<file path="config.mk">
export PLATFORM = sky130hd
export DESIGN_NAME = usart_baud_gen
export DESIGN_NICKNAME = d
export VERILOG_FILES = /design/src/ub_pkg.sv /design/src/rate_divider.sv /design/src/usart_baud_gen.sv
export VERILOG_INCLUDE_DIRS = /design/src
export SDC_FILE = /design/constraint.sdc
export NUM_CORES = 1
export LEC_CHECK = 0
export ABC_CLOCK_PERIOD_IN_PS = 11600
export BUFFER_PORTS_ARGS = -buffer_cell sky130_fd_sc_hd__buf_2
export CORE_MARGIN = 2
export CORE_UTILIZATION = 30
export CTS_BUF_LIST = sky130_fd_sc_hd__clkbuf_16
export DETAILED_ROUTE_END_ITERATION = 10
export GPL_TIMING_DRIVEN = 0
export SLEW_MARGIN = 40
export SYNTH_ARGS = -nofsm -noshare
export SYNTH_HDL_FRONTEND = slang
export SYNTH_HIERARCHICAL = 1
export SYNTH_SLANG_ARGS = --single-unit
export TNS_END_PERCENT = 50
</file>
<file path="constraint.sdc">
create_clock -name I_CLOCK -period 11.6 [get_ports I_CLOCK]
set_input_delay 2.32 -clock I_CLOCK [delete_from_list [all_inputs] [get_ports I_CLOCK]]
set_output_delay 2.32 -clock I_CLOCK [all_outputs]
set_load 0.05 [all_outputs]
</file>
<file path="src/ub_defs.svh">
// offsets, field codes and reset values of the serial bit-rate block
// assumes a 32-bit AXI4-Lite register bus with 8-bit byte addresses
`ifndef UB_DEFS_SVH
`define UB_DEFS_SVH

`define UB_ADDR_W 8
`define UB_OFF_MODE 8'h00
`define UB_OFF_DIVISOR 8'h04
`define UB_OFF_STATUS 8'h08
`define UB_OFF_TXDATA 8'h0C
`define UB_OFF_RXDATA 8'h10
`define UB_OFF_RXTIMEOUT 8'h14
`define UB_OFF_GUARD 8'h18
`define UB_OFF_CONTROL 8'h1C

`define UB_MODE_RESET 16'h0430
`define UB_DIV_RESET 16'h0000

`define UB_CLK_MCK 2'h0
`define UB_CLK_DIV 2'h1
`define UB_CLK_EXT 2'h3

`define UB_PAR_EVEN 3'h0
`define UB_PAR_ODD 3'h1
`define UB_PAR_SPACE 3'h2
`define UB_PAR_MARK 3'h3
`define UB_PAR_NONE 3'h4
`define UB_PAR_MULTI 3'h6

`define UB_STOP_15 2'h1
`define UB_STOP_2 2'h2

`define UB_CH_ECHO 2'h1
`define UB_CH_LOCAL 2'h2
`define UB_CH_REMOTE 2'h3

`define UB_CHAR_BASE 4'h5
`define UB_CHAR_MAX 4'h9
`define UB_SPB_X16 5'h10
`define UB_SPB_X8 5'h08
`define UB_SPB_SYNC 5'h01

`define UB_TXD_ADDR_BIT 9
`define UB_CTRL_CLR_ERR 0
`define UB_CTRL_REARM 1

`define UB_RESP_OKAY 2'h0
`define UB_RESP_SLVERR 2'h2

`endif

</file>
<file path="src/ub_pkg.sv">
// types shared by the serial bit-rate block
// assumes ub_defs.svh for the numeric field codes
package ub_pkg;

  typedef struct packed {
    logic [1:0] chmode;
    logic handshake;
    logic [1:0] stop;
    logic [2:0] parity;
    logic msbf;
    logic [2:0] chrl;
    logic over;
    logic sync;
    logic [1:0] clock_source_select;
  } mode_s;

  typedef struct packed {
    logic cts;
    logic tx_empty;
    logic rx_addr;
    logic timeout;
    logic par_err;
    logic frame_err;
    logic overrun;
    logic tx_ready;
    logic rx_ready;
  } status_s;

  typedef enum logic [2:0] {
    TX_IDLE = 3'b001,
    TX_SHIFT = 3'b010,
    TX_GUARD = 3'b100
  } tx_state_e;

  typedef enum logic [1:0] {
    RX_IDLE = 2'b01,
    RX_FRAME = 2'b10
  } rx_state_e;

endpackage

</file>
<file path="src/rate_divider.sv">
// reloading down-counter that turns source ticks into sampling ticks
// assumes i_src_tick is a one-cycle pulse on the common clock
`timescale 1ns/1ps
module rate_divider #(
  parameter int WIDTH = 16
) (
  input wire logic i_clk,
  input wire logic i_rst_n,
  input wire logic i_hold,
  input wire logic i_src_tick,
  input wire logic [WIDTH-1:0] i_divisor,
  output logic o_tick
);
  logic [WIDTH-1:0] count;

  always_ff @(posedge i_clk or negedge i_rst_n) begin
    if (!i_rst_n) begin
      count <= '0;
      o_tick <= 1'b0;
    end else if (i_hold) begin
      // a tick in flight waits out the freeze, else it is lost on restart
      o_tick <= o_tick;
    end else begin
      o_tick <= 1'b0;
      if (i_src_tick) begin
        if (i_divisor == '0) begin
          count <= '0;
        end else if (count <= WIDTH'(1)) begin
          // nonzero divisor sampled only here, so a period is never cut short
          o_tick <= 1'b1;
          count <= i_divisor;
        end else begin
          count <= count - WIDTH'(1);
        end
      end
    end
  end
endmodule // rate_divider

</file>
<file path="src/usart_baud_gen.sv">
// serial transceiver: bit-rate generator, framing engine, AXI4-Lite registers
// assumes pins are synchronous to I_CLOCK; I_CORE_ENABLE is the gated-clock request
// Contract
// - clock source: master, master/fixed factor, pin
// - sixteen-bit programmable divisor in divider register
// - divisor zero stops all bit timing except sync external, which uses pin
// - divisor one passes source clock undivided
// - async: divisor gives sampling, then 16/8
// - oversampling bit picks 8 or 16 samples
// - async rate is source over 8(2-over)divisor
// - fastest async rate is master over eight
// - five to nine bits, either bit order
// - stop bits 1, 1.5, 2; sync 1 or 2
// - even, odd, mark, space or no parity
// - flag parity, framing and overrun errors
// - receive timeout, transmit guard, multidrop address bit
// - handshake drives request, honours clear-to-send
// - remote loopback, local loopback, automatic echo
// - absent modem pins have no effect
// - stopped clock resumes from frozen state
// - register writes accepted with clock stopped
// - sync bit clock is source over divisor
// - sync external code uses pin directly
//
// The placing of the registers and the AXI4-Lite interface to the registers are this design's own decisions.
`timescale 1ns/1ps
`include "ub_defs.svh"
module usart_baud_gen #(
  parameter int DIV_FACTOR = 8,
  parameter bit HAS_MODEM_PINS = 1'b1
) (
  input wire logic I_CLOCK,
  input wire logic I_RESETN,
  input wire logic I_CORE_ENABLE,
  input wire logic I_RXD,
  input wire logic I_SCK,
  input wire logic I_CTS_N,
  output logic O_TXD,
  output logic O_RTS_N,
  input wire logic [`UB_ADDR_W-1:0] I_AWADDR,
  input wire logic I_AWVALID,
  output logic O_AWREADY,
  input wire logic [31:0] I_WDATA,
  input wire logic [3:0] I_WSTRB,
  input wire logic I_WVALID,
  output logic O_WREADY,
  output logic [1:0] O_BRESP,
  output logic O_BVALID,
  input wire logic I_BREADY,
  input wire logic [`UB_ADDR_W-1:0] I_ARADDR,
  input wire logic I_ARVALID,
  output logic O_ARREADY,
  output logic [31:0] O_RDATA,
  output logic [1:0] O_RRESP,
  output logic O_RVALID,
  input wire logic I_RREADY
);
  import ub_pkg::*;

  localparam int PRE_W = (DIV_FACTOR > 2) ? $clog2(DIV_FACTOR) : 1;

  if (DIV_FACTOR < 2 || DIV_FACTOR > 256) begin : g_bad_div
    $error("DIV_FACTOR must lie in 2..256");
  end

  function automatic logic [31:0] merge(input logic [31:0] old, input logic [31:0] wd,
                                        input logic [3:0] strb);
    logic [31:0] r;
    r = old;
    for (int b = 0; b < 4; b++) begin
      if (strb[b]) r[8*b +: 8] = wd[8*b +: 8];
    end
    return r;
  endfunction

  function automatic logic known(input logic [`UB_ADDR_W-1:0] a);
    return a == `UB_OFF_MODE || a == `UB_OFF_DIVISOR || a == `UB_OFF_STATUS ||
           a == `UB_OFF_TXDATA || a == `UB_OFF_RXDATA || a == `UB_OFF_RXTIMEOUT ||
           a == `UB_OFF_GUARD || a == `UB_OFF_CONTROL;
  endfunction

  function automatic logic [3:0] char_len(input mode_s m);
    return (m.chrl > 3'h4) ? `UB_CHAR_MAX : 4'(m.chrl) + `UB_CHAR_BASE;
  endfunction

  function automatic logic has_par(input mode_s m);
    return m.parity < `UB_PAR_NONE || m.parity == `UB_PAR_MULTI;
  endfunction

  // bit order reversal is its own inverse, so rx and tx share it
  function automatic logic [8:0] reorder(input logic [8:0] d, input logic [3:0] len,
                                         input logic msbf);
    logic [8:0] r;
    r = d;
    for (int i = 0; i < 9; i++) begin
      if (msbf && 4'(i) < len) r[i] = d[len - 4'(i) - 4'h1];
    end
    return r;
  endfunction

  function automatic logic par_bit(input logic [8:0] d, input logic [3:0] len,
                                   input logic [2:0] code, input logic adr);
    logic p;
    p = 1'b0;
    for (int i = 0; i < 9; i++) begin
      if (4'(i) < len) p = p ^ d[i];
    end
    case (code)
      `UB_PAR_EVEN: par_bit = p;
      `UB_PAR_ODD: par_bit = ~p;
      `UB_PAR_MARK: par_bit = 1'b1;
      `UB_PAR_MULTI: par_bit = adr;
      default: par_bit = 1'b0;
    endcase
  endfunction

  // start bit at index 0, line order upward, stop bits left at one
  function automatic logic [12:0] build_frame(input logic [8:0] d, input logic adr,
                                              input mode_s m);
    logic [12:0] f;
    logic [8:0] o;
    logic [3:0] len;
    f = '1;
    len = char_len(m);
    o = reorder(d, len, m.msbf);
    f[0] = 1'b0;
    for (int i = 0; i < 9; i++) begin
      if (4'(i) < len) f[i + 1] = o[i];
    end
    if (has_par(m)) f[len + 4'h1] = par_bit(d, len, m.parity, adr);
    return f;
  endfunction

  // half a stop bit is added as time, not as a bit; rx checks one stop
  function automatic logic [3:0] frame_len(input mode_s m, input logic rx);
    return 4'h1 + char_len(m) + {3'h0, has_par(m)} +
           ((!rx && m.stop == `UB_STOP_2) ? 4'h2 : 4'h1);
  endfunction

  logic rst_meta;
  logic rst_n;
  always_ff @(posedge I_CLOCK or negedge I_RESETN) begin
    if (!I_RESETN) begin
      rst_meta <= 1'b0;
      rst_n <= 1'b0;
    end else begin
      rst_meta <= 1'b1;
      rst_n <= rst_meta;
    end
  end

  mode_s mode;
  logic [15:0] bit_rate_divisor;
  logic [15:0] rto;
  logic [7:0] guard;
  logic [8:0] thr;
  logic thr_addr;
  logic thr_full;
  logic [8:0] rhr;
  status_s stat;
  logic run;
  assign run = I_CORE_ENABLE;

  // register bus
  logic aw_held, w_held, next_aw_held, next_w_held, next_bvalid, next_rvalid;
  logic [`UB_ADDR_W-1:0] aw_addr;
  logic [31:0] w_data, rd_data;
  logic [3:0] w_strb;
  logic wr_do, ar_fire, rd_rhr, wr_tx, clr_err, rearm;
  always_comb begin
    wr_do = aw_held && w_held && !O_BVALID;
    ar_fire = I_ARVALID && O_ARREADY;
    rd_rhr = ar_fire && I_ARADDR == `UB_OFF_RXDATA;
    wr_tx = wr_do && aw_addr == `UB_OFF_TXDATA;
    clr_err = wr_do && aw_addr == `UB_OFF_CONTROL && w_strb[0] && w_data[`UB_CTRL_CLR_ERR];
    rearm = wr_do && aw_addr == `UB_OFF_CONTROL && w_strb[0] && w_data[`UB_CTRL_REARM];
    next_aw_held = (aw_held || (I_AWVALID && O_AWREADY)) && !wr_do;
    next_w_held = (w_held || (I_WVALID && O_WREADY)) && !wr_do;
    next_bvalid = wr_do || (O_BVALID && !I_BREADY);
    next_rvalid = ar_fire || (O_RVALID && !I_RREADY);
  end

  always_ff @(posedge I_CLOCK or negedge rst_n) begin
    if (!rst_n) begin
      aw_held <= 1'b0;
      w_held <= 1'b0;
      aw_addr <= '0;
      w_data <= '0;
      w_strb <= '0;
      O_AWREADY <= 1'b0;
      O_WREADY <= 1'b0;
      O_BVALID <= 1'b0;
      O_BRESP <= `UB_RESP_OKAY;
    end else begin
      aw_held <= next_aw_held;
      w_held <= next_w_held;
      if (I_AWVALID && O_AWREADY) aw_addr <= I_AWADDR;
      if (I_WVALID && O_WREADY) begin
        w_data <= I_WDATA;
        w_strb <= I_WSTRB;
      end
      O_AWREADY <= !next_aw_held && !next_bvalid;
      O_WREADY <= !next_w_held && !next_bvalid;
      O_BVALID <= next_bvalid;
      if (wr_do) O_BRESP <= known(aw_addr) ? `UB_RESP_OKAY : `UB_RESP_SLVERR;
    end
  end

  // configuration is not gated by run, so it is taken with the core stopped
  always_ff @(posedge I_CLOCK or negedge rst_n) begin
    if (!rst_n) begin
      mode <= `UB_MODE_RESET;
      bit_rate_divisor <= `UB_DIV_RESET;
      rto <= '0;
      guard <= '0;
    end else if (wr_do) begin
      if (aw_addr == `UB_OFF_MODE) mode <= 16'(merge(32'(mode), w_data, w_strb));
      else if (aw_addr == `UB_OFF_DIVISOR)
        bit_rate_divisor <= 16'(merge(32'(bit_rate_divisor), w_data, w_strb));
      else if (aw_addr == `UB_OFF_RXTIMEOUT) rto <= 16'(merge(32'(rto), w_data, w_strb));
      else if (aw_addr == `UB_OFF_GUARD) guard <= 8'(merge(32'(guard), w_data, w_strb));
    end
  end

  always_comb begin
    if (I_ARADDR == `UB_OFF_MODE) rd_data = 32'(mode);
    else if (I_ARADDR == `UB_OFF_DIVISOR) rd_data = 32'(bit_rate_divisor);
    else if (I_ARADDR == `UB_OFF_STATUS) rd_data = 32'(stat);
    else if (I_ARADDR == `UB_OFF_TXDATA) rd_data = {22'h0, thr_addr, thr};
    else if (I_ARADDR == `UB_OFF_RXDATA) rd_data = {23'h0, rhr};
    else if (I_ARADDR == `UB_OFF_RXTIMEOUT) rd_data = 32'(rto);
    else if (I_ARADDR == `UB_OFF_GUARD) rd_data = 32'(guard);
    else rd_data = 32'h0;
  end

  always_ff @(posedge I_CLOCK or negedge rst_n) begin
    if (!rst_n) begin
      O_ARREADY <= 1'b0;
      O_RVALID <= 1'b0;
      O_RDATA <= '0;
      O_RRESP <= `UB_RESP_OKAY;
    end else begin
      O_ARREADY <= !next_rvalid;
      O_RVALID <= next_rvalid;
      if (ar_fire) begin
        O_RDATA <= rd_data;
        O_RRESP <= known(I_ARADDR) ? `UB_RESP_OKAY : `UB_RESP_SLVERR;
      end
    end
  end

  // clock sources
  logic [PRE_W-1:0] pre_cnt;
  logic sck_q, sck_rise, pre_tick, src_tick, samp_tick, samp, bit_tick;
  logic [4:0] spb, ovs_cnt;
  always_ff @(posedge I_CLOCK or negedge rst_n) begin
    if (!rst_n) begin
      pre_cnt <= '0;
      sck_q <= 1'b0;
      ovs_cnt <= '0;
    end else if (run) begin
      pre_cnt <= pre_tick ? '0 : pre_cnt + PRE_W'(1);
      sck_q <= I_SCK;
      if (samp) ovs_cnt <= (ovs_cnt >= spb - 5'h1) ? 5'h0 : ovs_cnt + 5'h1;
    end
  end

  always_comb begin
    pre_tick = pre_cnt == PRE_W'(DIV_FACTOR - 1);
    sck_rise = run && I_SCK && !sck_q;
    case (mode.clock_source_select)
      `UB_CLK_MCK: src_tick = run;
      `UB_CLK_DIV: src_tick = run && pre_tick;
      `UB_CLK_EXT: src_tick = sck_rise;
      default: src_tick = 1'b0;
    endcase
    if (mode.sync) spb = `UB_SPB_SYNC;
    else spb = mode.over ? `UB_SPB_X8 : `UB_SPB_X16;
    if (mode.sync && mode.clock_source_select == `UB_CLK_EXT) samp = sck_rise;
    else samp = samp_tick;
    bit_tick = samp && ovs_cnt >= spb - 5'h1;
  end

  rate_divider #(.WIDTH(16)) u_div (
    .i_clk(I_CLOCK),
    .i_rst_n(rst_n),
    .i_hold(!run),
    .i_src_tick(src_tick),
    .i_divisor(bit_rate_divisor),
    .o_tick(samp_tick)
  );

  // transmitter
  tx_state_e tx_state;
  logic [12:0] tx_shift;
  logic [3:0] tx_left;
  logic [4:0] tx_scnt;
  logic [7:0] guard_cnt;
  logic tx_take, tx_line, cts_ok, stop15;
  assign cts_ok = !HAS_MODEM_PINS || !mode.handshake || !I_CTS_N;
  // start on a sampling tick, so the start bit is never cut short
  assign tx_take = run && tx_state == TX_IDLE && thr_full && cts_ok && samp;
  assign tx_line = (tx_state == TX_SHIFT) ? tx_shift[0] : 1'b1;
  assign stop15 = !mode.sync && mode.stop == `UB_STOP_15;

  always_ff @(posedge I_CLOCK or negedge rst_n) begin
    if (!rst_n) begin
      thr <= '0;
      thr_addr <= 1'b0;
      thr_full <= 1'b0;
    end else begin
      if (wr_tx) begin
        thr <= w_data[8:0];
        thr_addr <= w_data[`UB_TXD_ADDR_BIT];
      end
      thr_full <= wr_tx || (thr_full && !tx_take);
    end
  end

  always_ff @(posedge I_CLOCK or negedge rst_n) begin
    if (!rst_n) begin
      tx_state <= TX_IDLE;
      tx_shift <= '1;
      tx_left <= '0;
      tx_scnt <= '0;
      guard_cnt <= '0;
    end else if (run) begin
      case (tx_state)
        TX_IDLE: begin
          if (tx_take) begin
            tx_shift <= build_frame(thr, thr_addr, mode);
            tx_left <= frame_len(mode, 1'b0);
            tx_scnt <= spb - 5'h1;
            tx_state <= TX_SHIFT;
          end
        end
        TX_SHIFT: begin
          if (samp && tx_scnt != 5'h0) begin
            tx_scnt <= tx_scnt - 5'h1;
          end else if (samp && tx_left == 4'h1) begin
            guard_cnt <= guard;
            tx_state <= (guard != 8'h0) ? TX_GUARD : TX_IDLE;
          end else if (samp) begin
            tx_shift <= {1'b1, tx_shift[12:1]};
            tx_left <= tx_left - 4'h1;
            tx_scnt <= (tx_left == 4'h2 && stop15) ? spb + (spb >> 1) - 5'h1 : spb - 5'h1;
          end
        end
        TX_GUARD: begin
          if (bit_tick && guard_cnt <= 8'h1) tx_state <= TX_IDLE;
          else if (bit_tick) guard_cnt <= guard_cnt - 8'h1;
        end
        default: tx_state <= TX_IDLE;
      endcase
    end
  end

  // receiver
  rx_state_e rx_state;
  logic [12:0] rx_frame;
  logic [3:0] rx_pos, rx_len;
  logic [4:0] rx_scnt;
  logic rx_in, rx_end, rx_pbit, rx_stop;
  logic [8:0] rx_raw, rx_data;
  always_comb begin
    if (mode.chmode == `UB_CH_LOCAL) rx_in = tx_line;
    else if (mode.chmode == `UB_CH_REMOTE) rx_in = 1'b1;
    else rx_in = I_RXD;
    rx_len = char_len(mode);
    rx_raw = 9'h0;
    for (int i = 0; i < 9; i++) begin
      if (4'(i) < rx_len) rx_raw[i] = rx_frame[i + 1];
    end
    rx_data = reorder(rx_raw, rx_len, mode.msbf);
    rx_pbit = rx_frame[rx_len + 4'h1];
    rx_stop = rx_frame[rx_len + 4'h1 + {3'h0, has_par(mode)}];
  end

  always_ff @(posedge I_CLOCK or negedge rst_n) begin
    if (!rst_n) begin
      rx_state <= RX_IDLE;
      rx_frame <= '1;
      rx_pos <= '0;
      rx_scnt <= '0;
      rx_end <= 1'b0;
    end else begin
      rx_end <= 1'b0;
      if (run) begin
        case (rx_state)
          RX_IDLE: begin
            if (samp && !rx_in) begin
              rx_state <= RX_FRAME;
              rx_frame <= '1;
              rx_pos <= mode.sync ? 4'h1 : 4'h0;
              rx_scnt <= mode.sync ? 5'h0 : (spb >> 1) - 5'h1;
            end
          end
          RX_FRAME: begin
            if (samp && rx_scnt != 5'h0) begin
              rx_scnt <= rx_scnt - 5'h1;
            end else if (samp && rx_pos == 4'h0 && rx_in) begin
              rx_state <= RX_IDLE; // glitch, not a start bit
            end else if (samp) begin
              rx_frame[rx_pos] <= rx_in;
              rx_pos <= rx_pos + 4'h1;
              rx_scnt <= spb - 5'h1;
              if (rx_pos == frame_len(mode, 1'b1) - 4'h1) begin
                rx_state <= RX_IDLE;
                rx_end <= 1'b1;
              end
            end
          end
          default: rx_state <= RX_IDLE;
        endcase
      end
    end
  end

  // status: a set arriving with a clear wins
  logic [15:0] to_cnt;
  logic to_armed, to_hit;
  always_ff @(posedge I_CLOCK or negedge rst_n) begin
    if (!rst_n) begin
      to_cnt <= '0;
      to_armed <= 1'b0;
      to_hit <= 1'b0;
    end else begin
      to_hit <= 1'b0;
      if (rx_end || rearm) begin
        to_cnt <= '0;
        to_armed <= 1'b1;
      end else if (run && to_armed && rx_state == RX_IDLE && bit_tick && rto != 16'h0) begin
        to_cnt <= to_cnt + 16'h1;
        if (to_cnt == rto - 16'h1) begin
          to_armed <= 1'b0;
          to_hit <= 1'b1;
        end
      end
    end
  end

  status_s stat_q;
  always_ff @(posedge I_CLOCK or negedge rst_n) begin
    if (!rst_n) begin
      rhr <= '0;
      stat_q <= '0;
    end else begin
      if (rx_end) begin
        rhr <= rx_data;
        stat_q.rx_addr <= mode.parity == `UB_PAR_MULTI && rx_pbit;
      end
      stat_q.rx_ready <= rx_end || (stat_q.rx_ready && !rd_rhr);
      stat_q.overrun <= (rx_end && stat_q.rx_ready && !rd_rhr) ||
                        (stat_q.overrun && !clr_err);
      stat_q.frame_err <= (rx_end && !rx_stop) || (stat_q.frame_err && !clr_err);
      stat_q.par_err <= (rx_end && has_par(mode) && mode.parity != `UB_PAR_MULTI &&
                         rx_pbit != par_bit(rx_data, rx_len, mode.parity, 1'b0)) ||
                        (stat_q.par_err && !clr_err);
      stat_q.timeout <= to_hit || (stat_q.timeout && !clr_err);
    end
  end

  // holding-register and pin flags are live, not stored
  always_comb begin
    stat = stat_q;
    stat.tx_ready = !thr_full;
    stat.tx_empty = !thr_full && tx_state == TX_IDLE;
    stat.cts = HAS_MODEM_PINS && !I_CTS_N;
  end

  // pins; without handshake request-to-send stays asserted if HAS_MODEM_PINS is set, else it stays deasserted
  always_ff @(posedge I_CLOCK or negedge rst_n) begin
    if (!rst_n) begin
      O_TXD <= 1'b1;
      O_RTS_N <= 1'b1;
    end else begin
      if (mode.chmode == `UB_CH_ECHO || mode.chmode == `UB_CH_REMOTE) O_TXD <= I_RXD;
      else if (mode.chmode == `UB_CH_LOCAL) O_TXD <= 1'b1;
      else O_TXD <= tx_line;
      if (!HAS_MODEM_PINS) O_RTS_N <= 1'b1;
      else O_RTS_N <= mode.handshake && stat.rx_ready;
    end
  end
endmodule // usart_baud_gen

</file>
==> results of run 1 <==
## power groups by stage
stage          sequential, uW  clock, uW  combinational, uW
6_report                 1130        924               1190
3_5_place_dp             1140          0               1170
5_1_grt                  1150        973               1310
3_3_place_gp             1150          0               1140
2_1_floorplan            1100          0                873
4_1_cts                  1130        942               1180
## critical path, delay by kind of cell (launching register included)
family | cells | cell delay [ps]
and+or+nand+nor | 4 | 900
buffers and inverters | 7 | 1230
DFF | 1 | 580
xor gates and xnor gates | 3 | 820
AOI/OAI and AO/OA | 4 | 1760
adders and majority gates | 2 | 590
## cell usage in the layout (no fill, tap or decap), types with 9 or more instances in the layout
cell / n
sky130_fd_sc_hd__xnor2_1: 38
sky130_fd_sc_hd__nand3_1: 45
sky130_fd_sc_hd__nand2b_1: 17
sky130_fd_sc_hd__a31oi_1: 21
sky130_fd_sc_hd__o211ai_1: 10
sky130_fd_sc_hd__xor2_1: 18
sky130_fd_sc_hd__o21ai_1: 20
sky130_fd_sc_hd__dfrtp_1: 205
sky130_fd_sc_hd__dfstp_2: 33
sky130_fd_sc_hd__a211oi_1: 14
sky130_fd_sc_hd__a221oi_1: 9
sky130_fd_sc_hd__nand4_1: 9
sky130_fd_sc_hd__nor4_1: 22
sky130_fd_sc_hd__o21ai_0: 104
sky130_fd_sc_hd__a21o_1: 11
sky130_fd_sc_hd__buf_4: 23
sky130_fd_sc_hd__nor2_1: 115
sky130_fd_sc_hd__a22oi_1: 17
sky130_fd_sc_hd__nor2b_1: 9
sky130_fd_sc_hd__nor3_1: 43
sky130_fd_sc_hd__nand2_1: 151
sky130_fd_sc_hd__buf_2: 80
sky130_fd_sc_hd__a21oi_1: 114
sky130_fd_sc_hd__mux4_2: 13
sky130_fd_sc_hd__or3_1: 16
sky130_fd_sc_hd__mux2i_1: 29
sky130_fd_sc_hd__conb_1: 19
sky130_fd_sc_hd__clkbuf_1: 55
sky130_fd_sc_hd__clkbuf_16: 28
sky130_fd_sc_hd__inv_1: 46
sky130_fd_sc_hd__a22o_1: 9
sky130_fd_sc_hd__o2bb2ai_1: 11
sky130_fd_sc_hd__mux2_2: 113
sky130_fd_sc_hd__ha_1: 45
sky130_fd_sc_hd__o22ai_1: 14
sky130_fd_sc_hd__nor3b_1: 11
## registers in the layout, indices dropped and copies added, names as in the netlist, 6 cells and up
register	cells
O_RDATA	16
bit_rate_divisor	16
mode	16
rto	16
to_cnt	16
u_div/count	16
w_data	16
rx_frame	13
tx_shift	13
rhr	9
thr	9
aw_addr	8
guard	8
guard_cnt	8
stat	6
## worst max path at each step
| stage | start | endpoint | cells past startpoint |
|---|---|---|---|
| 4_1_cts | mode[4]$_DFFE_PN1P_ | stat[4]$_DFF_PN0_ | 20 |
| 6_report | mode[4]$_DFFE_PN1P_ | stat[4]$_DFF_PN0_ | 20 |
| 3_5_place_dp | mode[4]$_DFFE_PN1P_ | stat[4]$_DFF_PN0_ | 20 |
| 3_3_place_gp | rst_n$_DFF_PN0_ | u_div/count[8]$_DFFE_PN0P_ | 0 |
| 2_1_floorplan | rst_n$_DFF_PN0_ | O_ARREADY$_DFF_PN0_ | 0 |
| 5_1_grt | mode[4]$_DFFE_PN1P_ | stat[4]$_DFF_PN0_ | 20 |
## layer usage
metal | GRT usage [%] | wire (um)
met5 | 0 | 0
met4 | 4.65 | 1190
met3 | 2.13 | 2190
met2 | 28.6 | 20800
met1 | 24.1 | 20600
## through the flow
step	total power, uW	worst slack, ps	utilization (%)	instances	area (um^2)
global placement	2290	1640	32.9	2314	16100
detailed placement	2310	5770	33.2	2320	16300
global route	3430	5470	35.2	2372	17200
floorplan	1980	4500	-	1581	15000
finish	3240	5590	35.2	2372	17200
CTS	3250	5740	35.2	2372	17200
## cell families after synthesis
kind of cell / Yosys count / share of synthesized area, %
simple gates: 493 / 16.2
other cells: 2 / 0.0504
compound gates: 425 / 18.4
xor+xnor: 61 / 4.00
flops: 239 / 40.4
mux: 155 / 12.5
fa+ha+maj: 46 / 3.92
buf+inv: 143 / 4.54
## synthesized netlist by cell type, types with 13 or more instances
| cell | number |
|---|---|
| sky130_fd_sc_hd__a21oi_1 | 115 |
| sky130_fd_sc_hd__nand3_1 | 45 |
| sky130_fd_sc_hd__xnor2_1 | 38 |
| sky130_fd_sc_hd__mux2i_1 | 29 |
| sky130_fd_sc_hd__nor2_1 | 116 |
| sky130_fd_sc_hd__clkbuf_1 | 55 |
| sky130_fd_sc_hd__a22oi_1 | 17 |
| sky130_fd_sc_hd__o21ai_0 | 104 |
| sky130_fd_sc_hd__o22ai_1 | 14 |
| sky130_fd_sc_hd__inv_1 | 43 |
| sky130_fd_sc_hd__a31oi_1 | 21 |
| sky130_fd_sc_hd__nor3_1 | 44 |
| sky130_fd_sc_hd__or3_1 | 16 |
| sky130_fd_sc_hd__nand2b_1 | 17 |
| sky130_fd_sc_hd__nand2_1 | 151 |
| sky130_fd_sc_hd__o21ai_1 | 20 |
| sky130_fd_sc_hd__nor4_1 | 23 |
| sky130_fd_sc_hd__mux2_2 | 113 |
| sky130_fd_sc_hd__dfstp_2 | 33 |
| sky130_fd_sc_hd__buf_4 | 23 |
| sky130_fd_sc_hd__xor2_1 | 18 |
| sky130_fd_sc_hd__a211oi_1 | 14 |
| sky130_fd_sc_hd__mux4_2 | 13 |
| sky130_fd_sc_hd__dfrtp_1 | 206 |
| sky130_fd_sc_hd__ha_1 | 45 |
## layout make-up
cell class	instances	area (um^2)	share of cell area, %
Clock buffer	28	701	4.06
Tap cell	664	831	4.82
Sequential cell	239	6030	35.0
Buffer	95	488	2.83
Multi-Input combinational cell	1199	8280	48.0
Clock inverter	24	263	1.52
Timing Repair Buffer	75	465	2.70
Inverter	48	188	1.09
==> flow_results.org, run 1 <==
** Outcome
- Run status :: finished clean

** Setup path
- FF-to-FF setup slack :: 5590 ps
- Data arrives at the worst endpoint at 6490 ps.
- Among all stages on the critical path, the largest delay is contributed by sky130_fd_sc_hd__o32ai_1.
- Worst setup path category :: register to register
- The worst register-to-register path begins at mode[4]$_DFFE_PN1P_.
- Crit-path max FO :: 13
- The critical path goes through buf_4 -> inv_1 -> ha_1 -> buf_4 -> nand2b_4 -> and2_4 -> buf_6 -> buf_2 -> ha_1 -> buf_2 -> inv_2 -> o32ai_1 -> nor2b_1 -> o221ai_1 -> a31oi_1 -> xnor2_1 -> xnor3_1 -> xor2_1 -> or3_1 -> a32o_1.
- The worst register-to-register path has a depth of 20.
- Capturing element type of the critical path :: register
- Peak per-stage delay on the critical path :: 810 ps
- STA puts the critical path data required time at 12070 ps.
- Endpoint of the worst register-to-register path :: stat[4]$_DFF_PN0_
- CP startpoint kind :: register

** Route
- After detailed routing, the number of vias per cell comes to 5.40.
- After detailed routing, the number of remaining DRC violations is 0.
- Final Routed Wirelength :: 44800 um
- The final route contains 12816 vias.
- The first TritonRoute pass finished after 6 iterations.
- Average routed wire per standard cell :: 18.9 um
- The count of nets left with antenna violations once routing finished came out at 0.
- First DRT Iteration DRCs :: 1266

** Clock tree
- Clock latency on the worst-skew pair, taken at its later pin, is 580 ps.
- Post-CTS timing repair inserted 0 buffers for setup.
- In this run the clock root is driven by a sky130_fd_sc_hd__clkbuf_16.
- Number of buffers between clock root and the deepest sink :: 3
- The tree built by TritonCTS fans out to 239 sinks.
- CTS built an H-tree with a depth of 1.
- Clock tree from TritonCTS :: done
- After clock tree synthesis, the flow added hold-fix buffers numbering 0.
- Buffers inserted during clock tree synthesis total 28.
- Clock-pin slew was measured on the worst setup and hold paths at 60 ps.
- Quantity of gates resized following cts :: 0

** Floorplanning
- IO Pins :: 106
- Number of rows created at floorplan :: 81
- For this configuration, the core starts out at a cell density of 30.4%.
- Placeable core area :: 49000 um^2
- The floorplan step defined a die boundary enclosing 51400 um^2.
- Die Span Y :: 227 um
- Measured along the x axis, the die boundary spans 227 um.

** Global routing
- After global routing the overflow that remains totals 0.
- Maximum number of pins on one net before global-route repair :: 45
- The via count of the first global-routing pass came to 12422.
- Global-route wire length before repair :: 70600 um
- The initial antenna violation count came to 0.
- All-Layer GR Usage :: 17.4%

** Placed design
- Detailed placement finished with a half-perimeter wire length of 33600 um.
- Final Wtd Congestion :: 0.881
- Total of buffers placed on input and output ports :: 69

** Power and ir drop
- In this run the power density over the cells is 188 nW/um^2.
- Gate power share :: 36.7%
- Part of the total power dissipated in sequential elements :: 34.8%
- For this design the total switching power over the nets is 1260 uW.
- Peak VDD IR :: 0.109 mV
- Clock group share of total power :: 28.5%
- Internal Dissipation :: 1980 uW
- Pleak :: 0.00739 uW
- Of the total power, the share spent switching nets is 39.0%.

** Logic synthesis
- The biggest area contributor in the post-synthesis netlist is sky130_fd_sc_hd__dfrtp_1.
- Each instance of the synthesized netlist takes up on average 9.52 um^2.
- The share of synthesized area in the top cell type comes to 34.6%.
- Share of synthesized area occupied by flip-flops and latches :: 40.4%
- The cell count after synthesis came out at 1564.
- Number of distinct standard cells referenced by the synthesized netlist :: 97
- In the synthesized netlist the dominant register cell turns out to be sky130_fd_sc_hd__dfrtp_1.
- The Yosys step of the flow raised 6 warnings.
- For this run, asynchronously set or reset flops after synthesis account for 100%.
- Netlist area before placement :: 14900 um^2
- EDFF count, synth :: 0
- Largest cells by area after synthesis :: sky130_fd_sc_hd__dfrtp_1, sky130_fd_sc_hd__mux2_2, sky130_fd_sc_hd__dfstp_2, sky130_fd_sc_hd__a21oi_1, sky130_fd_sc_hd__nand2_1
- Counting flops and latches in the post-synthesis netlist gives 239.

** Timing
- Based on the critical path, the design can be clocked at up to 166 MHz.
- Number of setup violations in the final report :: 0
- The routed design could run at a clock period as short as 6010 ps.
- Pins Over Slew Limit :: 0
- Hold is met by 242 ps.
- Final Hold Fails :: 0
- On the final layout, the worst clock skew is 37.2 ps.
- The worst pin sits at a relative slew slack of 39.8%.
- Setup repair after global routing left no endpoint under its margin.
- Final cycle utilization of the critical path :: 51.9%
- Actual slew at the worst max-slew pin :: 900 ps
- Summed over all failing endpoints, the final setup total negative slack is 0 ps.

** Final layout
- The area growth from synthesis to layout is 15.8%.
- Layout net count :: 1795
- Diodes inserted :: 0
- Of the cells placed in the final design, the portion with a size suffix greater than 1 is 21.0%.
- Filler Cells Inserted :: 4875

** Job
- The tool flagged a number of max-cap violations equal to 0.

** Min path
- Worst min-delay path class :: register to async pin
No activity file was read; power rests on OpenSTA's default activity.
==> inputs of run 2 (changes only) <==
--- a/config.mk
+++ b/config.mk
@@ -6,7 +6,7 @@
 export SDC_FILE = /design/constraint.sdc
 export NUM_CORES = 1
 export LEC_CHECK = 0
-export ABC_CLOCK_PERIOD_IN_PS = 11600
+export ABC_CLOCK_PERIOD_IN_PS = 5400
 export BUFFER_PORTS_ARGS = -buffer_cell sky130_fd_sc_hd__buf_2
 export CORE_MARGIN = 2
 export CORE_UTILIZATION = 30
==> constraint.sdc (replaced) <==
create_clock -name I_CLOCK -period 5.4 [get_ports I_CLOCK]
set_input_delay 1.08 -clock I_CLOCK [delete_from_list [all_inputs] [get_ports I_CLOCK]]
set_output_delay 1.08 -clock I_CLOCK [all_outputs]
set_load 0.05 [all_outputs]
==> run 2 against run 1 <==
Register-to-register slack worse by 5400 ps. Maximum frequency up 14%. First-iteration DRC count down 8.9%. Sequential power up 120%. Sequential share of layout area down 0.45 points. Wire length up 0.14%. Clock skew up 4.3 ps. Clock power up 110%. Total power up 120%. Critical endpoint unchanged.
==> flow_results.org, run 2 (synthesis gave the netlist of run 1 again) <==
** Floorplanning
- Die Footprint :: 51400 um^2 (unchanged)
- The core outline area was 49000 um^2 (unchanged).
- Starting density of the core :: 30.4% (unchanged)
- Width of the die :: 227 um (unchanged)
- The floorplan die height came to 227 um (unchanged).
- The boundary pin count is 106 (unchanged).
- The total number of placement rows came to 81 (unchanged).

** Route
- First DRT Iteration DRCs :: 1153 (-8.9%)
- Number of vias after detailed routing :: 12806 (-0.078%)
- DRC violation count after routing :: 0 (unchanged)
- Average routed wire per standard cell :: 18.8 um (-0.28%)
- Vias per Instance :: 5.38 (-0.50%)
- Total iterations of the first detailed-routing run :: 6 (unchanged)
- DRT antenna net count :: 0 (unchanged)
- The wire length reported by the detailed router came to 44900 um (+0.14%).

** Placed design
- The estimated wirelength of the detail-placed design is 34000 um (+1.2%).
- The last weighted congestion value of the routability-driven placer was 0.912 (+3.5%).
- The number of buffer cells added on primary ports came to 69 (unchanged).
- Placed Area :: 16300 um^2 (+0.11%)
- The worst-case setup slack after placement was -442 ps (-6210 ps).

** Final layout
- The finished layout cell area came to 17500 um^2 (+1.3%).
- The final net count is 1805 (+0.56%).
- The library cell used most frequently in the layout, excluding fill and tap cells, is sky130_fd_sc_hd__dfrtp_1.
- Layout Utilization :: 35.7% (+0.46 points)
- In the layout the commonest cells are sky130_fd_sc_hd__dfrtp_1, sky130_fd_sc_hd__nand2_1, sky130_fd_sc_hd__nor2_1, sky130_fd_sc_hd__a21oi_1, sky130_fd_sc_hd__mux2_2.
- Share of final-layout standard cells stronger than drive strength 1 :: 22.1% (+1.1 points)
- From synthesis to final layout, the design area changed by 17.3%.

** Setup path
- FF-to-FF setup slack :: 150 ps (-5440 ps)
- CP startpoint kind :: register
- Peak per-stage delay on the critical path :: 590 ps (-220 ps)
- Buffering stage count on the worst path with inverters included :: 5 (-2)
- Worst setup path category :: register to register
- Beginning of the critical path :: mode[4]$_DFFE_PN1P_
- Origin of the critical flop-to-flop path :: mode[4]$_DFFE_PN1P_
- The depth of the worst register-to-register path is 20 (unchanged).
- Slowest stage cell, crit path :: sky130_fd_sc_hd__dfstp_2
- Data required time at the worst endpoint :: 5880 ps (-6190 ps)
- Cell family contributing the most delay on the critical path :: simple AND/OR/NAND/NOR gates
- The worst setup path is captured at a register.
- Sequence of cells on the critical path :: buf_6 -> clkinvlp_4 -> ha_1 -> buf_4 -> nand2b_4 -> and2_4 -> buf_6 -> clkbuf_4 -> ha_2 -> nand2_1 -> nand2_1 -> mux4_2 -> nor2_1 -> o211ai_1 -> a21boi_2 -> xnor2_1 -> xnor3_1 -> xor2_1 -> or3_1 -> a32o_1
- The signal arrival time at the worst endpoint was 5730 ps (-760 ps).
- The maximum net fanout on the critical path was 13 (unchanged).
- The worst register-to-register path ends at stat[4]$_DFF_PN0_.

** Clock tree
- The TritonCTS sink count was 239 (unchanged).
- The clock transition time at the flip-flop clock pins of the worst setup and hold paths came to 60 ps (about the same).
- Max H-tree Level :: 1 (unchanged)
- Cts bufs inserted :: 28 (unchanged)
- Number of buffers between clock root and the deepest sink :: 3 (unchanged)
- The tree is rooted in a sky130_fd_sc_hd__clkbuf_16.
- TritonCTS built the clock tree.
- The clock latency on the worst-skew pair is 590 ps (about the same).

** Timing
- The count of endpoints failing hold in the final timing report came to 0 (unchanged).
- Maximum clock rate :: 190 MHz (+14%)
- The transition time at the pin with the least slew margin came to 829 ps (-70.6 ps).
- Pins Over Slew Limit :: 0 (unchanged)
- Min Tclk post-route :: 5250 ps (-761 ps)
- The ratio of final minimum period to clock period was 97.3% (+45 points).
- Worst setup slack after layout :: 146 ps (-5440 ps)
- Layout Skew :: 41.5 ps (+4.30 ps)
- Number of setup violations in the final report :: 0 (unchanged)
- Max_slew headroom :: 44.3% (+4.5 points)

** Global routing
- The initial antenna violation count was 0 (unchanged).
- The first-pass GRT wire length is 70500 um (-0.22%).
- Most Used Layer, Global Route :: met2
- The global routing usage on met2 was 28.5% (-0.039 points).
- The residual overflow from global routing is 0 (unchanged).
- The pin count of the biggest net entering global routing came to 42 (-6.7%).
- The global-route usage over all layers is 17.4% (+0.026 points).
- The via count of the first global-routing pass came to 12408 (-0.11%).
- GR Util met3 :: 3.93% (+1.8 points)
- The met1 track demand over resource in global routing is 22.9% (-1.2 points).

** Min path
- The path class of the tightest hold or removal check is register to async pin.

** Job
- The max-capacitance violation count is 0 (unchanged).

** Power and ir drop
- Peak VDD IR :: 0.269 mV (+150%)
- The cell leakage power is 0.00745 uW (+0.85%).
- Power density cells :: 401 nW/um^2 (+110%)

** Outcome
- Run status :: finished clean
-- run 2: cell count changes in the layout (fill, tap and decap cells not counted), moves of 3 or more --
cell	before	now
sky130_fd_sc_hd__buf_2	80	76
sky130_fd_sc_hd__clkbuf_4	0	4
sky130_fd_sc_hd__clkinvlp_4	1	4
sky130_fd_sc_hd__buf_4	23	31
-- run 2: metal layers --
layer	part of all wire (%)	wire, um
met2	47	21000
met1	44	19600
met3	6.7	3030
met4	2.8	1270
met5	0	0
-- run 2: worst max-delay path by stage --
stage / end / slack [ps] / cells after the start
floorplan: stat[4]$_DFF_PN0_ / 700 / 19
global placement: stat[4]$_DFF_PN0_ / -490 / 20
detailed placement: stat[4]$_DFF_PN0_ / -440 / 20
CTS: stat[4]$_DFF_PN0_ / 50 / 20
global route: stat[4]$_DFF_PN0_ / -20 / 20
finish: stat[4]$_DFF_PN0_ / 150 / 20
-- run 2: timing repair --
item,4_1_cts,5_1_grt
cloned,0,0
buffers inserted,2,7
pin swaps,0,5
endpoints found under the setup margin,1,4
resized for setup,10,17
hold buffers,0,0
-- run 2: cell type report --
| class | instances | area (um^2) |
|---|---|---|
| Buffer | 95 | 502 |
| Clock inverter | 23 | 259 |
| Multi-Input combinational cell | 1199 | 8400 |
| Fill cell | 4942 | 31500 |
| Tap cell | 664 | 831 |
| Sequential cell | 239 | 6030 |
| Inverter | 48 | 191 |
| Clock buffer | 28 | 701 |
| Timing Repair Buffer | 85 | 553 |
| Antenna cell | 1 | 2.50 |
-- run 2: metrics by stage --
stage | power, uW | instances | setup TNS (ps) | hold slack (ps)
6_report | 7000 | 2382 | 0 | 232
5_1_grt | 7400 | 2381 | -46.3 | 265
4_1_cts | 6990 | 2374 | 0 | 252
3_5_place_dp | 4980 | 2321 | -442 | 250
3_3_place_gp | 4920 | 2314 | -12530 | 337
2_1_floorplan | 4250 | 1581 | 0 | 331
-- run 2: power by group --
part | internal (uW) | total, uW | switching (uW)
Clock | 1180 | 1970 | 791
Combinational | 1030 | 2590 | 1560
Sequential | 2060 | 2430 | 375
==> inputs of run 3 (changes only) <==
--- a/config.mk
+++ b/config.mk
@@ -9,7 +9,7 @@
 export ABC_CLOCK_PERIOD_IN_PS = 5400
 export BUFFER_PORTS_ARGS = -buffer_cell sky130_fd_sc_hd__buf_2
 export CORE_MARGIN = 2
-export CORE_UTILIZATION = 30
+export CORE_UTILIZATION = 40
 export CTS_BUF_LIST = sky130_fd_sc_hd__clkbuf_16
 export DETAILED_ROUTE_END_ITERATION = 10
 export GPL_TIMING_DRIVEN = 0
==> run 3 against run 2 <==
Combinational power hardly changed. First-iteration DRC count decreased by 20%. Die area is 25% lower. Wire length decreased by 2.2%. Maximum frequency down 0.12%. Critical path type unchanged. Highest routed layer unchanged. Hold slack improved by 18 ps. Sequential share of layout area is 0.87 points higher. Clock power is 13% lower.
==> flow_results.org, run 3 (synthesis gave the netlist of run 1 again) <==
** Setup path
- Buffering stage count on the worst path with inverters included :: 5 (unchanged)
- Slowest stage cell, crit path :: sky130_fd_sc_hd__dfstp_2
- The worst setup slack for register-to-register paths is 140 ps (about the same).
- CP startpoint kind :: register
- The signal arrival time at the worst endpoint came to 5710 ps (-20 ps).
- Crit-path max FO :: 13 (unchanged)
- By startpoint and endpoint, the worst setup path is classified as register to register.
- The data required time at the worst endpoint was 5850 ps (-30 ps).
- Capturing element type of the critical path :: register
- Peak per-stage delay on the critical path :: 580 ps (about the same)
- Cell family contributing the most delay on the critical path :: simple AND/OR/NAND/NOR gates
- Sequence of cells on the critical path :: buf_4 -> inv_1 -> ha_1 -> buf_4 -> nand2b_4 -> and2_4 -> buf_6 -> clkbuf_4 -> ha_1 -> nand2_1 -> nand2_1 -> mux4_2 -> nor2_1 -> o211ai_1 -> a21boi_2 -> xnor2_1 -> xnor3_1 -> xor2_1 -> or3_1 -> a32o_1

** Power and ir drop
- The logic gate share of total power came to 38.6% (+1.6 points).
- Power density cells :: 396 nW/um^2 (-1.2%)
- Net Sw Frac :: 40.0% (+1.0 points)
- The clock power share was 25.5% (-2.7 points).
- Internal Dissipation :: 4050 uW (-5.2%)
- Part of the total power dissipated in sequential elements :: 35.9% (+1.1 points)
- The highest ir drop seen on vdd was 0.306 mV (+14%).
- Total net switching power :: 2700 uW (-1.1%)
- Pleak :: 0.00738 uW (-0.96%)

** Floorplanning
- IO Pins :: 106 (unchanged)
- Number of rows created at floorplan :: 70 (-14%)
- The floorplan die height was 197 um (-13%).
- The core outline area is 36600 um^2 (-25%).
- The die footprint came to 38800 um^2 (-25%).
- The width of the die was 197 um (-13%).
- The starting density of the core was 40.7% (+10 points).

** Timing
- Pins Over Slew Limit :: 0 (unchanged)
- Setup repair after global routing missed its margin :: yes
- Max_slew headroom :: 46.7% (+2.4 points)
- Min Tclk post-route :: 5260 ps (+6.42 ps)
- The maximum achievable frequency came to 190 MHz (-0.12%).
- The worst hold slack across all endpoints is 250 ps (+18.2 ps).
- Final cycle utilization of the critical path :: 97.4% (+0.12 points)
- Number of setup violations in the final report :: 0 (unchanged)
- Final Hold Fails :: 0 (unchanged)
- Actual slew at the worst max-slew pin :: 796 ps (-32.8 ps)
- Total Neg Setup Slack :: 0 ps (unchanged)
- Layout Skew :: 17.9 ps (-23.6 ps)

** Route
- The wire length reported by the detailed router was 43900 um (-2.2%).
- The post-route DRC violation count is 0 (unchanged).
- The initial DRC count was 917 (-20%).
- Vias per Instance :: 5.83 (+8.4%)
- DRT antenna net count :: 0 (unchanged)
- Average routed wire per standard cell :: 20.1 um (+6.9%)
- Number of vias after detailed routing :: 12706 (-0.78%)
- The detailed-router iteration count before antenna repair came to 5 (-1).

** Clock tree
- The clock transition time at the flip-flop clock pins of the worst setup and hold paths came to 60 ps (about the same).
- Cts bufs inserted :: 27 (-3.6%)
- The TritonCTS sink count was 239 (unchanged).
- Clock insertion delay at the later pin of the skew report :: 560 ps (-30 ps)
- CTS Hold Bufs :: 0 (unchanged)
- Max H-tree Level :: 1 (unchanged)
- CTS root buf :: sky130_fd_sc_hd__clkbuf_16
- The deepest clock path buffer count came to 3 (unchanged).
- TritonCTS built the clock tree.

** Placed design
- The estimated wirelength of the detail-placed design came to 33100 um (-2.8%).
- The number of buffer cells added on primary ports is 69 (unchanged).
- The placed cell count was 2124 (-8.5%).
- The last weighted congestion value of the routability-driven placer was 0.922 (+1.0%).

** Min path
- Worst min-delay path class :: register to async pin

** Global routing
- The met1 track demand over resource in global routing came to 32.0% (+9.1 points).
- The global-route usage over all layers was 22.6% (+5.1 points).
- The first-pass GRT wire length came to 69000 um (-2.1%).
- GR Util met3 :: 3.41% (-0.52 points)
- Most Used Layer, Global Route :: met2
- The initial antenna violation count is 1 (+1).
- Maximum number of pins on one net before global-route repair :: 43 (+2.4%)
- Overflow after GRT :: 0 (unchanged)
- The global routing usage on met2 came to 36.1% (+7.6 points).
- The via count of the first global-routing pass is 11941 (-3.8%).

** Final layout
- Layout net count :: 1799 (-0.33%)
- From synthesis to final layout, the design area changed by 14.4%.
- The number of cells in the finished layout apart from fillers was 2180 (-8.5%).
- Sequential Area :: 6030 um^2 (unchanged)
- The fraction of layout instances using a drive strength above 1 came to 21.9% (-0.16 points).
- The area taken by multi-input logic gates came to 8410 um^2 (+0.12%).
- The top cell types in the final layout, fill and taps aside, are sky130_fd_sc_hd__dfrtp_1, sky130_fd_sc_hd__nand2_1, sky130_fd_sc_hd__nor2_1, sky130_fd_sc_hd__a21oi_1, sky130_fd_sc_hd__mux2_2.
- The final design utilization is 46.5% (+11 points).
- The number of filler instances in the final layout came to 3519 (-29%).
- Leaving out fill and tap cells, the most frequent cell in the layout is sky130_fd_sc_hd__dfrtp_1.

** Outcome
- Run status :: finished clean

** Job
- The max-capacitance violation count is 0 (unchanged).
==> run 3: cell types whose count changed in the layout (fill, tap and decap cells not counted), sizes merged <==
cell      change
inv           +5
buf           -4
clkbuf        -2
clkinvlp      +1
clkinv        -2
bufinv        -4
==> run 3: path summary, 6_finish.rpt <==
kind / start / to / cells past startpoint
worst min-delay path: rst_n$_DFF_PN0_ / guard_cnt[5]$_DFFE_PN0P_ / 0
max in group asynchronous: rst_n$_DFF_PN0_ / mode[10]$_DFFE_PN1P_ / 3
worst min register to register: rst_n$_DFF_PN0_ / guard_cnt[5]$_DFFE_PN0P_ / 0
worst max register to register: mode[4]$_DFFE_PN1P_ / stat[4]$_DFF_PN0_ / 20
worst max-delay path: mode[4]$_DFFE_PN1P_ / stat[4]$_DFF_PN0_ / 20
min in group I_CLOCK: rst_meta$_DFF_PN0_ / rst_n$_DFF_PN0_ / 0
==> run 3: layout make-up <==
cell class / instances / share of cell area (%)
multi-input combinational: 1199 / 49.4
sequential: 239 / 35.4
clock buffer: 27 / 3.97
tap: 468 / 3.44
timing repair buffer: 80 / 2.95
buffer: 95 / 2.94
inverter: 48 / 1.10
clock inverter: 23 / 0.845
antenna: 1 / 0.0147
==> run 3: layer usage <==
metal	part of all wire (%)	wire length (um)	vias to the layer above
li1	-	-	5964
met1	47	20400	6326
met2	46	20200	355
met3	5.4	2360	61
met4	2.2	967	0
met5	0	0	-
==> run 3: through the flow <==
| stage | setup slack [ps] | cell area, um^2 | total power [uW] |
|---|---|---|---|
| CTS | 15.9 | 16900 | 6720 |
| global route | -50.5 | 17000 | 7140 |
| detailed placement | -269 | 16000 | 4970 |
| floorplan | 697 | 15000 | 4250 |
| finish | 139 | 17000 | 6750 |
| global placement | -202 | 15900 | 4910 |
==> run 3: what timing repair did <==
action                     in CTS  in global routing
cloned                          0                  0
setup endpoints to repair       1                  2
resized for setup               9                 18
setup buffers                   0                  5
pin swaps                       0                  5
==> run 3: power by group through the flow <==
stage	registers (uW)	clock network [uW]	logic (uW)
5_1_grt	2460	1830	2840
3_3_place_gp	2470	0	2440
2_1_floorplan	2370	0	1870
6_report	2420	1720	2600
4_1_cts	2420	1750	2550
3_5_place_dp	2450	0	2520
